`src/design/sbr_pkg.sv`:
```
// What this block does
// RULE1: End of async reception with stop bit 0 sets framing error flag, bit 4.
// RULE2: With two stop bits only the first one is checked.
// RULE3: Framing error still loads receive buffer but leaves receive full unset.
// RULE4: While an error flag is set, reception halts; sync mode also halts transmit.
// RULE5: Error flags clear only by writing 0 after reading them as 1.
// RULE6: Clearing receiver enable leaves error flags unchanged.
// RULE7: Parity mismatch against even/odd setting sets parity error flag, bit 3.
// RULE8: Parity error loads receive buffer without setting receive full.
// RULE9: Transmit end sets on last bit with transmit empty, or transmitter off.
// RULE10: Transmit end clears on software empty-flag clear or engine buffer write.
// RULE11: Transmit end is read-only; register writes never touch it.
// RULE12: Engine write clears only with interrupt-disable 0 and counter nonzero.
// RULE13: Async multiprocessor reception loads received bit into read-only bit 1.
// RULE14: Clearing receiver enable keeps the stored received multiprocessor bit.
// RULE15: Bit 0 is sent as the multiprocessor bit; reset value 0.
// RULE16: Transmit multiprocessor bit is ignored in sync, non-multiprocessor, or idle.
// RULE17: Eight-bit bit-rate register, always readable and writable, sets bit rate.
// RULE18: Bit-rate register forced to all ones on reset, standby, module stop.
// RULE19: Each channel instance owns its own rate generator and register.
// RULE20: Writes of 1 to clearable flags are ignored.
// RULE21: Status register becomes 0x84 on reset, standby and module stop.
// RULE22: Async rate is clock over 64 times 2^(2n-1) times (N+1).
package sbr_pkg;
	localparam int ADDR_W = 2;
	localparam logic [1:0] OFS_STATUS = 2'h0;
	localparam logic [1:0] OFS_BITRATE = 2'h1;
	localparam int BIT_TX_EMPTY = 7;
	localparam int BIT_RX_FULL = 6;
	localparam int BIT_OVERRUN = 5;
	localparam int BIT_FRAMING = 4;
	localparam int BIT_PARITY = 3;
	localparam int BIT_TX_END = 2;
	localparam int BIT_RX_MP = 1;
	localparam int BIT_TX_MP = 0;
	localparam logic [7:0] STATUS_RESET = 8'h84;
	localparam logic [7:0] RATE_RESET = 8'hFF;
	localparam logic [5:0] PRE_ONE = 6'h01;
	localparam logic [4:0] ASYNC_PHASES = 5'h1F;
	localparam logic [4:0] SYNC_PHASES = 5'h03;
	localparam int ARM_TX_EMPTY = 2;
	localparam int ARM_FRAMING = 1;
	localparam int ARM_PARITY = 0;
endpackage : sbr_pkg

```
`src/design/sbr_chan_if.sv`:
```
`timescale 1ns/100ps
`default_nettype none
interface sbr_chan_if;
	logic [7:0] rate;
	logic [1:0] cks;
	logic async_mode;
	logic bit_tick;
	logic [7:0] rx_data;
	logic rx_parity;
	logic rx_stop1;
	logic parity_en;
	logic parity_odd;
	logic fer_hit;
	logic per_hit;
	modport rate_mp (input rate, cks, async_mode, output bit_tick);
	modport check_mp (input rx_data, rx_parity, rx_stop1, parity_en, parity_odd, async_mode,
		output fer_hit, per_hit);
	modport top_mp (output rate, cks, async_mode, rx_data, rx_parity, rx_stop1, parity_en,
		parity_odd, input bit_tick, fer_hit, per_hit);
endinterface : sbr_chan_if
`default_nettype wire

```
`src/design/sbr_rate_gen.sv`:
```
`timescale 1ns/100ps
`default_nettype none
module sbr_rate_gen (
	// Clock and reset
	input wire logic clk,
	input wire logic rst_n,
	// Rate settings and tick
	sbr_chan_if.rate_mp rif
);
	typedef struct packed {
		logic [5:0] pre;
		logic [7:0] div;
		logic [4:0] phase;
		logic tick;
	} sbr_rate_type;

	sbr_rate_type q, d;
	logic [5:0] pre_top;

	// RULE22 prescale by 4^n
	always_comb begin
		pre_top = 6'((sbr_pkg::PRE_ONE << {rif.cks, 1'b0}) - sbr_pkg::PRE_ONE);
		d = q;
		d.tick = 1'b0;
		if (q.pre >= pre_top) begin
			d.pre = '0;
			if (q.div >= rif.rate) begin
				d.div = '0;
				// RULE22 thirty-two phases per bit in async, four in sync
				if (q.phase >= (rif.async_mode ? sbr_pkg::ASYNC_PHASES : sbr_pkg::SYNC_PHASES)) begin
					d.phase = '0;
					d.tick = 1'b1;
				end else begin
					d.phase = 5'(q.phase + 5'h01);
				end
			end else begin
				d.div = 8'(q.div + 8'h01);
			end
		end else begin
			d.pre = 6'(q.pre + 6'h01);
		end
	end

	always_ff @(posedge clk or negedge rst_n) begin
		if (!rst_n) begin
			q <= '0;
		end else begin
			q <= d;
		end
	end

	assign rif.bit_tick = q.tick;
endmodule : sbr_rate_gen
`default_nettype wire

```
`src/design/sbr_rx_check.sv`:
```
`timescale 1ns/100ps
`default_nettype none
module sbr_rx_check (
	// Received frame and results
	sbr_chan_if.check_mp cif
);
	// RULE2 only first stop bit
	// RULE1 stop bit zero
	assign cif.fer_hit = cif.async_mode & ~cif.rx_stop1;
	// RULE7 parity count check
	assign cif.per_hit = cif.async_mode & cif.parity_en
		& ((^cif.rx_data ^ cif.rx_parity) != cif.parity_odd);
endmodule : sbr_rx_check
`default_nettype wire

```
`src/design/sbr_top.sv`:
```
// The placing of the registers and the plain strobed port are this design's own decisions.
`timescale 1ns/100ps
`default_nettype none
module sbr_top (
	// Clock and reset
	input wire logic clk,
	input wire logic rst_n,
	// Register port
	input wire logic [sbr_pkg::ADDR_W-1:0] reg_addr,
	input wire logic [7:0] reg_wdata,
	input wire logic reg_wr,
	input wire logic reg_rd,
	output logic [7:0] reg_rdata_q,
	// Low power modes
	input wire logic standby,
	input wire logic module_stop,
	// Mode and control
	input wire logic async_mode,
	input wire logic mp_format,
	input wire logic parity_en,
	input wire logic parity_odd,
	input wire logic [1:0] clk_sel,
	input wire logic rx_on_bit,
	input wire logic tx_on_bit,
	// Flags kept outside
	input wire logic transmit_empty_flag,
	input wire logic receive_full_flag,
	input wire logic overrun_flag,
	// Receiver frame end
	input wire logic rx_done,
	input wire logic [7:0] rx_data,
	input wire logic rx_parity,
	input wire logic rx_stop1,
	input wire logic rx_mp_bit,
	// Transmitter
	input wire logic tx_last_bit,
	// Data transfer engine
	input wire logic engine_tx_write,
	input wire logic chain_irq_disable,
	input wire logic engine_count_nz,
	// Results
	output logic rdb_load_q,
	output logic [7:0] receive_data_buffer_q,
	output logic rdf_set_q,
	output logic empty_clear_q,
	output logic rx_halt_q,
	output logic tx_halt_q,
	output logic tx_mp_bit_q,
	output logic baud_tick_q,
	output logic transmit_end_flag_q
);
	typedef struct packed {
		logic framing;
		logic parity;
		logic tx_end;
		logic rx_mp;
		logic tx_mp;
		logic [7:0] rate;
		logic [2:0] arm;
		logic [7:0] rdata;
		logic rdb_load;
		logic [7:0] rdb_data;
		logic rdf_set;
		logic empty_clr;
		logic rx_halt;
		logic tx_halt;
		logic tx_mp_out;
		logic tick;
	} sbr_state_type;

	sbr_state_type q, d;
	sbr_chan_if cif ();
	logic lp;
	logic rx_ev;
	logic st_wr;
	logic eng_clr;
	logic [7:0] status_view;

	function automatic logic hit(input logic [sbr_pkg::ADDR_W-1:0] a,
		input logic [1:0] ofs);
		hit = (a == ofs);
	endfunction : hit

	assign cif.rate = q.rate;
	assign cif.cks = clk_sel;
	assign cif.async_mode = async_mode;
	assign cif.rx_data = rx_data;
	assign cif.rx_parity = rx_parity;
	assign cif.rx_stop1 = rx_stop1;
	assign cif.parity_en = parity_en;
	assign cif.parity_odd = parity_odd;

	// RULE19 private generator
	sbr_rate_gen u_rate (
		.clk(clk),
		.rst_n(rst_n),
		.rif(cif.rate_mp)
	);

	sbr_rx_check u_check (
		.cif(cif.check_mp)
	);

	assign lp = standby | module_stop;
	// RULE4 no reception while halted
	assign rx_ev = rx_done & ~(q.framing | q.parity);
	assign st_wr = reg_wr & hit(reg_addr, sbr_pkg::OFS_STATUS);
	// RULE12 engine clear qualifier
	assign eng_clr = engine_tx_write & ~chain_irq_disable & engine_count_nz;

	always_comb begin
		status_view = '0;
		status_view[sbr_pkg::BIT_TX_EMPTY] = transmit_empty_flag;
		status_view[sbr_pkg::BIT_RX_FULL] = receive_full_flag;
		status_view[sbr_pkg::BIT_OVERRUN] = overrun_flag;
		status_view[sbr_pkg::BIT_FRAMING] = q.framing;
		status_view[sbr_pkg::BIT_PARITY] = q.parity;
		status_view[sbr_pkg::BIT_TX_END] = q.tx_end;
		status_view[sbr_pkg::BIT_RX_MP] = q.rx_mp;
		status_view[sbr_pkg::BIT_TX_MP] = q.tx_mp;
	end

	always_comb begin
		d = q;
		d.rdb_load = 1'b0;
		d.rdf_set = 1'b0;
		d.empty_clr = 1'b0;
		d.rdata = '0;
		d.tick = cif.bit_tick;
		// RULE5 read as one arms the clear
		if (reg_rd && hit(reg_addr, sbr_pkg::OFS_STATUS)) begin
			d.arm = {transmit_empty_flag, q.framing, q.parity};
		end else if (st_wr) begin
			d.arm = '0;
		end
		if (reg_rd) begin
			unique case (reg_addr)
				sbr_pkg::OFS_STATUS: d.rdata = status_view;
				sbr_pkg::OFS_BITRATE: d.rdata = q.rate;
				default: d.rdata = '0;
			endcase
		end
		// RULE20 only zero writes clear
		// RULE5 clear after armed read
		if (st_wr && !reg_wdata[sbr_pkg::BIT_FRAMING] && q.arm[sbr_pkg::ARM_FRAMING]) begin
			d.framing = 1'b0;
		end
		if (st_wr && !reg_wdata[sbr_pkg::BIT_PARITY] && q.arm[sbr_pkg::ARM_PARITY]) begin
			d.parity = 1'b0;
		end
		if (st_wr && !reg_wdata[sbr_pkg::BIT_TX_EMPTY] && q.arm[sbr_pkg::ARM_TX_EMPTY]) begin
			d.empty_clr = 1'b1;
		end
		// RULE15 software sets bit 0
		if (st_wr) begin
			d.tx_mp = reg_wdata[sbr_pkg::BIT_TX_MP];
		end
		// RULE17 bit-rate write
		if (reg_wr && hit(reg_addr, sbr_pkg::OFS_BITRATE)) begin
			d.rate = reg_wdata;
		end
		// RULE6 receiver enable not consulted
		if (rx_ev) begin
			// RULE3 buffer still loaded
			// RULE8 full flag withheld on error
			d.rdb_load = 1'b1;
			d.rdb_data = rx_data;
			d.rdf_set = ~(cif.fer_hit | cif.per_hit);
			// RULE1 set wins over clear
			if (cif.fer_hit) begin
				d.framing = 1'b1;
			end
			// RULE7 set wins over clear
			if (cif.per_hit) begin
				d.parity = 1'b1;
			end
			// RULE13 store received bit
			if (async_mode && mp_format) begin
				d.rx_mp = rx_mp_bit;
			end
		end
		// RULE11 only hardware moves it
		// RULE10 clear sources
		if (d.empty_clr || eng_clr) begin
			d.tx_end = 1'b0;
		end
		// RULE9 set wins over clear
		if ((tx_last_bit && transmit_empty_flag) || !tx_on_bit) begin
			d.tx_end = 1'b1;
		end
		// RULE21 status back to 0x84
		// RULE18 bit rate back to ones
		if (lp) begin
			d.framing = sbr_pkg::STATUS_RESET[sbr_pkg::BIT_FRAMING];
			d.parity = sbr_pkg::STATUS_RESET[sbr_pkg::BIT_PARITY];
			d.tx_end = sbr_pkg::STATUS_RESET[sbr_pkg::BIT_TX_END];
			d.rx_mp = sbr_pkg::STATUS_RESET[sbr_pkg::BIT_RX_MP];
			d.tx_mp = sbr_pkg::STATUS_RESET[sbr_pkg::BIT_TX_MP];
			d.rate = sbr_pkg::RATE_RESET;
			d.arm = '0;
			d.empty_clr = 1'b0;
		end
		// RULE4 halt outputs
		d.rx_halt = d.framing | d.parity;
		d.tx_halt = ~async_mode & (d.framing | d.parity);
		// RULE16 effective only when used
		d.tx_mp_out = d.tx_mp & async_mode & mp_format & tx_on_bit;
	end

	always_ff @(posedge clk or negedge rst_n) begin
		if (!rst_n) begin
			q <= '0;
			q.tx_end <= sbr_pkg::STATUS_RESET[sbr_pkg::BIT_TX_END];
			q.rate <= sbr_pkg::RATE_RESET;
		end else begin
			q <= d;
		end
	end

	assign reg_rdata_q = q.rdata;
	assign rdb_load_q = q.rdb_load;
	assign receive_data_buffer_q = q.rdb_data;
	assign rdf_set_q = q.rdf_set;
	assign empty_clear_q = q.empty_clr;
	assign rx_halt_q = q.rx_halt;
	assign tx_halt_q = q.tx_halt;
	assign tx_mp_bit_q = q.tx_mp_out;
	assign baud_tick_q = q.tick;
	assign transmit_end_flag_q = q.tx_end;
endmodule : sbr_top
`default_nettype wire

```
`config.mk`:
```
export PLATFORM = sky130hd
export DESIGN_NAME = sbr_top
export DESIGN_NICKNAME = d
export VERILOG_FILES = /design/src/design/sbr_pkg.sv /design/src/design/sbr_chan_if.sv /design/src/design/sbr_rate_gen.sv /design/src/design/sbr_rx_check.sv /design/src/design/sbr_top.sv
export SDC_FILE = /design/constraint.sdc
export NUM_CORES = 1
export LEC_CHECK = 0
export BUFFER_PORTS_ARGS = -buffer_cell sky130_fd_sc_hd__buf_2
export CORE_UTILIZATION = 55
export DETAILED_ROUTE_END_ITERATION = 10
export PLACE_DENSITY = 0.76
export SETUP_SLACK_MARGIN = 0.2
export SLEW_MARGIN = 15
export SYNTH_ARGS = -nofsm -noshare
export SYNTH_HDL_FRONTEND = slang
export SYNTH_SLANG_ARGS = --single-unit
```
`constraint.sdc`:
```
create_clock -name clk -period 2.65 [get_ports clk]
set_input_delay 0.265 -clock clk [delete_from_list [all_inputs] [get_ports clk]]
set_output_delay 0.265 -clock clk [all_outputs]
set_load 0.05 [all_outputs]
```
# Word-level counts from Yosys, hierarchy flattened
# Cells that the tools add are included.
# word_totals
reg_bits	59
latchBits	0
ram_bits	0
rom_bits	0
input_bits	43
output_inout_bits	24
word_cells	102
memories	0
# op_classes
n_addsub	4
n_mul	0
div	0
magnitude_cmp	3
n_eq_ne	2
shifts	1
mux	26
bitwise_logic	21
n_reduce_logical	25
# ops
op	n
$mux W8	3
$mux W16	1
$pmux W8 S2	1
$mux W1	14
$and A1 B1 Y1	11
$logic_and A1 B1 Y1	10
$mux W10	1
$mux W5	2
$add A8 B1 Y8 const B	1
$ge A8 B8 Y1	1
$reduce_xor A8 Y1	1
$add A6 B1 Y6 const B	1
$ge A6 B6 Y1	1
$mux W3	2
$mux W6	1
$reduce_bool A2 Y1	3
$reduce_bool A3 Y1	2
$shl A1 B3 Y6 const A	1
$sub A6 B1 Y6 const B	1
$add A5 B1 Y5 const B	1
$ge A5 B5 Y1	1
$not A1 Y1	5
$logic_not A1 Y1	4
$or A1 B1 Y1	4
other kinds (7)	9

# Longest topological paths before layout
# Gate-level depths: netlist of the first run.
# logic_depth
depth_word	12
ltp_mapped	9
mapped_depth_nobuf	8

# Cells and area by module
# Synthesis of the first run repeated with hierarchy kept, for this count alone.
# unflattened
hier_cells	303
area_unflattened_um2	3155.5
# modules_own_cells
module	n_inst	cells_per_inst	area_per_inst_um2	seq_area_each_um2
sbr_top	1	149	1702.9	987.2
sbr_rate_gen	1	144	1348.8	500.5
sbr_rx_check	1	10	103.8	0.0

# Worst setup path after synthesis of the first run
# OpenSTA, ideal clock, no wires.
# synth_path
kind	input port to flip-flop
from	input port clk_sel[1]
to	register u_rate.q[1] in the netlist's numbering
setup_ns	0.125
arrival_ns	1.985
t_required_ns	2.525
setup_slack_ns	0.541
cell_stages	8
path_buffers	0
cell_sequence	or2_2 > ha_1 > nand2b_1 > a2111o_1 > o211ai_2 > a21oi_1 > nand2_2 > mux2_2
# synth_via
elab_chain_len	4
# synth_rtl
item	line_no	source
from (decl)	sbr_top.sv:22	input wire logic [1:0] clk_sel,
$shl A1 B3 Y6	sbr_rate_gen.sv:22	pre_top = 6'((sbr_pkg::PRE_ONE << {rif.cks, 1'b0}) - sbr_pkg::PRE_ONE);
$sub A6 B1 Y6	sbr_rate_gen.sv:22	
$ge A6 B6 Y1	sbr_rate_gen.sv:25	if (q.pre >= pre_top) begin
$reduce_and A2 Y1 (no line)	--	
to (signal assigned)	sbr_rate_gen.sv:46	q <= '0;
to (signal assigned)	sbr_rate_gen.sv:48	q <= d;
to (decl)	sbr_rate_gen.sv:17	sbr_rate_type q, d;
# No other way between the ends.
# A chain may end at the register's enable or synchronous reset.

# Final worst setup path of the first run
# layout_path
from	register, netlist name cif.rate[5]
to	register u_rate.q[1] in the netlist's numbering
# layout_via
elab_chain_len	2
# layout_rtl
item	line_no	source
$ge A8 B8 Y1	sbr_rate_gen.sv:27	if (q.div >= rif.rate) begin
$reduce_and A2 Y1 (no line)	--	
# No other way between the ends.

==> results of run 1 <==
[cell families after synthesis]
| family | Yosys count | share of synthesized area, % |
|---|---|---|
| buffers and inverters | 38 | 7.236 |
| AND/OR/NAND/NOR | 92 | 14.71 |
| AO/OA/AOI/OAI | 60 | 12.72 |
| flip-flops | 59 | 47.28 |
| multiplexers | 18 | 6.084 |
| XOR/XNOR | 12 | 4.016 |
| adder cells (fa/ha/maj) | 20 | 7.952 |
[cells in the mapped netlist, types with 2 or more instances]
cell type  instances
o31ai_1            3
xnor2_1            8
or2_2              2
or3_1              2
inv_1             13
a21oi_1           11
o21ai_1            2
nand2_1           18
dfrtp_1           50
a22oi_1            3
nand2b_1           5
o211ai_1           9
dfstp_2            9
nand2_2            2
nor3b_1            3
and3_1             7
nor2_1            27
a211o_1            2
clkbuf_1           3
xor2_1             2
buf_2              3
a211oi_1           3
ha_1              20
nand3_1           14
mux2i_1            9
o21ai_0           17
nor4_1             2
and2_1             5
buf_4             17
mux2_2             9
[stage by stage]
step,cells,util [%],power (mW)
floorplan,299,-,1.653
global placement,414,61.85,1.781
detailed placement,414,61.85,1.810
CTS,430,65.99,2.753
global route,430,65.99,2.901
finish,430,65.99,2.734
[power by group through the flow]
| stage | clock network, mW | registers (mW) | logic [mW] |
|---|---|---|---|
| floorplan | 0 | 1.12 | 0.533 |
| global placement | 0 | 1.13 | 0.655 |
| detailed placement | 0 | 1.13 | 0.678 |
| CTS | 0.955 | 1.12 | 0.682 |
| global route | 1.00 | 1.13 | 0.767 |
| finish | 0.942 | 1.12 | 0.675 |
[worst max-delay path: cells and delay by family, from the launching register on]
| family | cells | cell delay (ps) |
|---|---|---|
| multiplexers | 1 | 340 |
| flip-flops | 1 | 540 |
| AO/OA/AOI/OAI | 1 | 130 |
| AND/OR/NAND/NOR | 4 | 750 |
| buffers and inverters | 1 | 60 |
| adder cells (fa/ha/maj) | 1 | 320 |
[flip-flops by register name (all words and copies together) (netlist names), 7 cells and up]
name	cells
receive_data_buffer_q	8
reg_rdata_q	8
q	7
u_rate.q	19
cif.rate	8
[cell type report]
| cell class | instances | share of cell area, % |
|---|---|---|
| clock buffer | 12 | 4.270 |
| clock inverter | 4 | 1.997 |
| inverter | 13 | 1.343 |
| multi-input combinational | 202 | 39.39 |
| sequential | 59 | 40.94 |
| tap | 72 | 2.479 |
| timing repair buffer | 68 | 9.573 |
[routing by layer]
layer	up-vias	wire (um)
met5	-	0
met4	0	149
met3	12	277
met2	69	2890
met1	1105	2849
li1	1146	-
[worst max-delay path by stage]
stage	endpoint	slack, ps	depth (start not counted)
final	u_rate.q[1]$_DFFE_PN0P_	390	8
after global routing	u_rate.q[10]$_DFFE_PN0N_	240	8
after CTS	u_rate.q[1]$_DFFE_PN0P_	390	8
after detailed placement	u_rate.q[13]$_DFFE_PN0N_	320	9
after global placement	u_rate.q[13]$_DFFE_PN0N_	330	9
after floorplan	u_rate.q[1]$_DFFE_PN0P_	540	8
==> metrics.txt, run 1 <==
status finished, final reports clean; final hold slack 72.85 ps; top cell type's share of synthesized area 39.76%; Initial Util 57.15%; worst path cell trace inv_1 > ha_1 > and3_1 > nor4_2 > o21ai_2 > and2_1 > nand2_2 > mux2_2; drt pass-1 iters 4; largest stage delay on the critical path 540 ps; RR Startpoint cif.rate[5]$_DFFE_PN1P_; leading area contributor after synthesis dfrtp_1; 1st-iter DRT viols 89; vias per cell 5.423; IO Port Bufs 65; layout cells sized above 1 31.01%; Tot GR Track Use 23.07%; global routing usage on met1 30.51%; Comb pwr share 24.7%; Vias 2,332; critical path class reg2reg; Post-synth EDFFs 0; # H-tree levels 3; max_slew headroom 51.24%; Finished Cell Area 3633 sq um; GR Util met3 4.353%; Final Net Count 416; Post-Syn Area 3147 sq um; sequential fraction of the synthesis area 47.28%; most frequent cells in the layout buf_2 (65), dfrtp_1 (50), nor2_1 (27); Skew-Pair Late Insertion Delay 340 ps; post-CTS setup buffers 0; most common cell after layout, fill and taps aside buf_2; Max-Cap Viols 0; Syn-to-layout area delta 15.47%; Post-Route WL 6167 um; FFs w/ async S/R, synth 100.0%; Worst Setup Start Kind flop; RR Endpoint u_rate.q[1]$_DFFE_PN0P_; syn avg cell area 10.52 sq um; CTS tree built; Yosys warning total 0; r2r setup slk 390 ps; vias in the first global route 2,361; critical path data arrival time 2480 ps; Residual DRC 0; Seq. cell area 1488 sq um; # fillers 459; multi-input logic area 1431 sq um; Leak 1.805 nW; GR peak layer met2; Die Ht 77.64 um; initial antenna violation count 0; total die area 6028 sq um; Clock Sink Count 59; Die Wd 77.64 um; VDD IR max 487.3 uV; power per cell area 752.4 nW/um^2; cell-internal power 1.868 mW; cts hold-fix bufs 0; min-delay worst type in2async; post-route ant nets 0; first-pass GRT wire length 10,820 um; placed instance area 3406 sq um; Ant. Diodes 0; final setup vio count 0; setup_tns 0 ps; register bit total from synthesis 59; Sw Pwr 0.8655 mW; Sw Ratio 31.66%; Primary FF master, synth dfrtp_1; final worst slack 392.9 ps; Ports 67; CP endpoint kind flop; Data required, critical path 2870 ps; RSZ-0062 raised after global routing false; fin crit period 2257 ps; Setup WS pre-CTS 323.4 ps; Clock power frac 34.5%; largest cells by area after synthesis dfrtp_1 (40%), ha_1 (8.0%), dfstp_2 (7.5%), buf_4 (4.1%), mux2_2 (3.2%); total gr overflow 0; routed len/inst 14.34 um; maximum clock path buffer count 2; met2 usage 36.02%; slew of the pin with the lowest slew margin 731.3 ps; Root Driver clkbuf_8; Post-Syn Nets 362; Period Utilization, post-route 85.17%; slowest CP cell dfstp_2; Unique masters post-synth 49; Critical path origin cif.rate[5]$_DFFE_PN1P_; largest net degree at the start of global routing 60; TritonCTS Buffers 9; Pins Over Slew Limit 0; Mapped Cells 299; cell row count 27; CP Max Fanout 6; Flop pwr share 40.9%; R2R cell count 8; Final Hold Vio Count 0; final setup skew 7.505 ps; Peak Freq 443.1 MHz; Final Wtd Congestion 0.8516; CTS clk-pin slew, worst paths 70 ps; Post-DP HPWL 4360 um; cts repair resizes 0; area of the core 5507 sq um
(Power assumes the default switching activity.)
==> run 2, diff against run 1 <==
--- a/config.mk
+++ b/config.mk
@@ -6,9 +6,9 @@
 export NUM_CORES = 1
 export LEC_CHECK = 0
 export BUFFER_PORTS_ARGS = -buffer_cell sky130_fd_sc_hd__buf_2
-export CORE_UTILIZATION = 55
+export CORE_UTILIZATION = 54
 export DETAILED_ROUTE_END_ITERATION = 10
-export PLACE_DENSITY = 0.76
+export PLACE_DENSITY = 0.75
 export SETUP_SLACK_MARGIN = 0.2
 export SLEW_MARGIN = 15
 export SYNTH_ARGS = -nofsm -noshare
==> metrics.txt, run 2 (same netlist as run 1, synthesis figures left out) <==
DP Cell Count 415; slowest CP cell dfstp_2; post-route ant nets 0; Reg with most FFs u_rate.q; # H-tree levels 3; Sw Pwr 0.8228 mW; fin crit period 2321 ps; Final Hold Vio Count 0; Clock power frac 26.9%; r2r setup slk 330 ps; RR Startpoint cif.rate[5]$_DFFE_PN1P_; # fillers 492; area of the core 5574 sq um; Post-Layout Cell Count 432; placed instance area 3413 sq um; TritonCTS Buffers 9; met3 wire len 290 um; R2R cell count 8; RSZ-0062 raised after global routing false; Sw Ratio 33.61%; VDD IR max 519.2 uV; Finished Cell Area 3577 sq um; total die area 6136 sq um; initial antenna violation count 0; Leak 1.783 nW; Period Utilization, post-route 87.60%; layout cells sized above 1 30.28%; Residual DRC 0; critical path data arrival time 2540 ps; largest net degree at the start of global routing 27; routed len/inst 13.93 um; CTS clk-pin slew, worst paths 60 ps; CTS tree built; Initial Util 56.45%; Tot GR Track Use 21.85%; met1 wire length 2755 um; critical path class reg2reg; post-CTS setup buffers 0; Min-Delay Path Depth 2; cell row count 27; first-pass GRT wire length 10,280 um; Final Wtd Congestion 0.8123; maximum clock path buffer count 2; Ant. Diodes 0; power consumption 2.448 mW; vias in the first global route 2,320; largest stage delay on the critical path 530 ps; Skew-Pair Late Insertion Delay 330 ps; power per cell area 684.3 nW/um^2; max reg flops 19; vias per cell 5.363; final setup vio count 0; cell-internal power 1.625 mW; Die Ht 78.34 um; setup_tns 0 ps; worst path cell trace inv_1 > ha_1 > and3_1 > nor4_2 > o21ai_2 > and2_1 > nand2_2 > mux2_2; slew of the pin with the lowest slew margin 616.5 ps; Data required, critical path 2870 ps; most frequent cells in the layout buf_2 (65), dfrtp_1 (50), nor2_1 (27); Worst Setup Start Kind flop; Ports 67; Syn-to-layout area delta 13.68%; Hold Crit Start tx_on_bit; Flop pwr share 45.8%; Root Driver clkbuf_8; final setup skew 4.552 ps; Pins Over Slew Limit 0; max_slew headroom 58.75%; CP endpoint kind flop; Max-Cap Viols 0; status finished, final reports clean; Worst Path Buf+Inv 1; Post-DP HPWL 4588 um; family with the most delay on the worst path simple AND/OR/NAND/NOR gates; Peak Freq 430.8 MHz; Clock Sink Count 59; Vias 2,317; Comb pwr share 27.3%; 1st-iter DRT viols 51; CP Max Fanout 6; Post-Route WL 6017 um; Final Net Count 418; most common cell after layout, fill and taps aside buf_2; Hold Path Sink transmit_end_flag_q$_DFFE_PN1P_; IO Port Bufs 65; top sig layer met4; met2 routed WL 2933 um; Die Wd 78.34 um; drt pass-1 iters 5; RR Endpoint u_rate.q[1]$_DFFE_PN0P_; total gr overflow 0; min-delay worst type in2reg
run 2: final cells by class:
cell class                      count  area, sq um  area share (%)
Clock buffer                       13        138.9           3.882
Inverter                           13        48.80           1.364
Timing Repair Buffer               70        365.4           10.21
Tap cell                           72        90.09           2.518
Multi-Input combinational cell    202         1431           40.01
Sequential cell                    59         1488           41.59
Clock inverter                      3        15.01          0.4197
run 2: worst max-delay path by stage:
stage	from	end	slack [ps]	cells past startpoint
final	cif.rate[5]$_DFFE_PN1P_	u_rate.q[1]$_DFFE_PN0P_	330	8
after global routing	cif.rate[5]$_DFFE_PN1P_	u_rate.q[11]$_DFFE_PN0N_	230	8
after CTS	cif.rate[5]$_DFFE_PN1P_	u_rate.q[1]$_DFFE_PN0P_	320	8
after detailed placement	clk_sel[1]	u_rate.q[13]$_DFFE_PN0N_	320	9
after global placement	clk_sel[1]	u_rate.q[13]$_DFFE_PN0N_	340	9
after floorplan	clk_sel[1]	u_rate.q[1]$_DFFE_PN0P_	540	8
run 2: metal layers:
metal	up-vias	global-route usage (%)
li1	1147	-
met4	0	7.037
met5	-	0
met2	56	36.67
met3	4	6.860
met1	1110	26.73
run 2: timing repair:
item                       in CTS  in global routing
setup endpoints to repair       0                  0
gates resized for setup         0                  0
hold endpoints to repair       13                  0
hold buffers                    1                  0
run 2: power groups by stage:
| stage | logic (mW) | clock network [mW] | registers [mW] |
|---|---|---|---|
| 6_report | 0.669 | 0.659 | 1.12 |
| 5_1_grt | 0.756 | 0.721 | 1.14 |
| 4_1_cts | 0.680 | 0.676 | 1.12 |
| 3_5_place_dp | 0.676 | 0 | 1.13 |
| 3_3_place_gp | 0.652 | 0 | 1.13 |
| 2_1_floorplan | 0.533 | 0 | 1.12 |
run 2: stage by stage:
stage	setup slack (ps)	hold slack (ps)	utilization (%)
3_3_place_gp	344.9	204.6	61.23
3_5_place_dp	324.8	193.5	61.23
2_1_floorplan	540.7	-30.59	-
4_1_cts	317.3	101.2	64.18
6_report	328.5	113.1	64.18
5_1_grt	233.9	101.1	64.18
==> run 3, diff against run 2 <==
--- a/config.mk
+++ b/config.mk
@@ -8,7 +8,9 @@
 export BUFFER_PORTS_ARGS = -buffer_cell sky130_fd_sc_hd__buf_2
 export CORE_UTILIZATION = 54
 export DETAILED_ROUTE_END_ITERATION = 10
+export MAX_ROUTING_LAYER = met4
 export PLACE_DENSITY = 0.75
+export REMOVE_ABC_BUFFERS = 1
 export SETUP_SLACK_MARGIN = 0.2
 export SLEW_MARGIN = 15
 export SYNTH_ARGS = -nofsm -noshare
==> metrics.txt, run 3 (same netlist as run 1, synthesis figures left out) <==
routed len/inst 14.21 um; RSZ-0062 raised after global routing false; cell row count 27; final worst slack 358.2 ps; vias per cell 5.363; Finished Core Util 65.43%; total die area 6136 sq um; power per cell area 767.2 nW/um^2; Reg with most FFs u_rate.q; fin crit period 2292 ps; GR Util met3 6.395%; final setup skew 5.161 ps; Peak Freq 436.3 MHz; layout cells sized above 1 31.01%; initial antenna violation count 0; Setup WS pre-CTS 320.7 ps; Post-Route WL 6111 um; Max-Cap Viols 0; CP Max Fanout 12; Data required, critical path 2870 ps; Finished Cell Area 3647 sq um; met2 usage 37.98%; min-delay worst type in2async; total gr overflow 0; 1st-iter DRT viols 127; CTS tree built; most common cell after layout, fill and taps aside buf_2; drt pass-1 iters 4; CP endpoint kind flop; max reg flops 19; Residual DRC 0; GR peak layer met2; Leak 1.816 nW; r2r setup slk 360 ps; maximum clock path buffer count 2; final hold slack 65.96 ps; DP Cell Count 414; largest net degree at the start of global routing 60; power consumption 2.798 mW; Die Wd 78.34 um; post-CTS setup buffers 0; # fillers 461; Skew-Pair Late Insertion Delay 340 ps; Pins Over Slew Limit 0; Final Hold Vio Count 0; Vias 2,306; Initial Util 56.45%; Post-DP HPWL 4365 um; global routing usage on met1 26.26%; Ports 67; Ant. Diodes 0; most frequent cells in the layout buf_2 (65), dfrtp_1 (50), nor2_1 (27); cts repair resizes 0; CTS clk-pin slew, worst paths 70 ps; placed instance area 3406 sq um; final setup vio count 0; status finished, final reports clean; cts hold-fix bufs 0; post-route ant nets 0; Die Ht 78.34 um; first-pass GRT wire length 10,540 um; setup_tns 0 ps; Root Driver clkbuf_8; TritonCTS Buffers 9; max_slew headroom 51.40%; IO Port Bufs 65; Period Utilization, post-route 86.48%; Tot GR Track Use 23.07%; slew of the pin with the lowest slew margin 729.0 ps; area of the core 5574 sq um; Clock Sink Count 59; # H-tree levels 3; Post-Layout Cell Count 430; critical path data arrival time 2510 ps; vias in the first global route 2,378; VDD IR max 430.7 uV; Final Wtd Congestion 0.8047; critical path class reg2reg; Syn-to-layout area delta 15.90%; Worst Setup Start Kind flop; Final Net Count 416
==> run 3: changes by cell type in the layout (fill, tap and decap cells not counted), sizes merged <==
cell         previous run  this run
clkbuf                 13        11
clkinv                  3         2
bufinv                  0         3
dlygate4sd3             1         0
buf                    69        68
==> run 3: final timing paths <==
path | from | endpoint | depth (start not counted)
max | cif.rate[5]$_DFFE_PN1P_ | u_rate.q[12]$_DFFE_PN0N_ | 7
max reg2reg | cif.rate[5]$_DFFE_PN1P_ | u_rate.q[12]$_DFFE_PN0N_ | 7
min reg2reg | u_rate.rif.bit_tick$_DFF_PN0_ | baud_tick_q$_DFF_PN0_ | 0
min in group clk | tx_on_bit | transmit_end_flag_q$_DFFE_PN1P_ | 2
min | rst_n | tx_mp_bit_q$_DFF_PN0_ | 2
max in group asynchronous | rst_n | u_rate.q[10]$_DFFE_PN0N_ | 2
==> run 3: critical path, stage by stage (launching register included) <==
cell	delay [ps]
dfstp_2	530
inv_1	60
ha_1	310
o2111ai_1	130
o21ai_2	270
nand2_1	330
and3_1	280
a211o_1	260
==> run 3: final cells by class <==
cell class	instances	area (sq um)	area share, %
repair buffers	68	347.8	9.537
multi-input cells	202	1431	39.25
clock buffers	11	141.4	3.877
flip-flops and latches	59	1488	40.79
well taps	72	90.09	2.470
inverters	13	48.80	1.338
clock inverters	5	100.1	2.744
==> run 3: where the power goes <==
| group | switching, mW | internal, mW | total [mW] |
|---|---|---|---|
| clock | 0.355 | 0.647 | 1.00 |
| combinational | 0.405 | 0.272 | 0.677 |
| sequential | 0.103 | 1.02 | 1.12 |
| total | 0.862 | 1.94 | 2.80 |
==> run 3: metal layers <==
metal	vias up	part of all wire, %	wire length, um
li1	1146	-	-
met1	1106	44	2679
met2	47	51	3101
met3	7	4.2	258
met4	0	1.2	72
met5	-	0	0
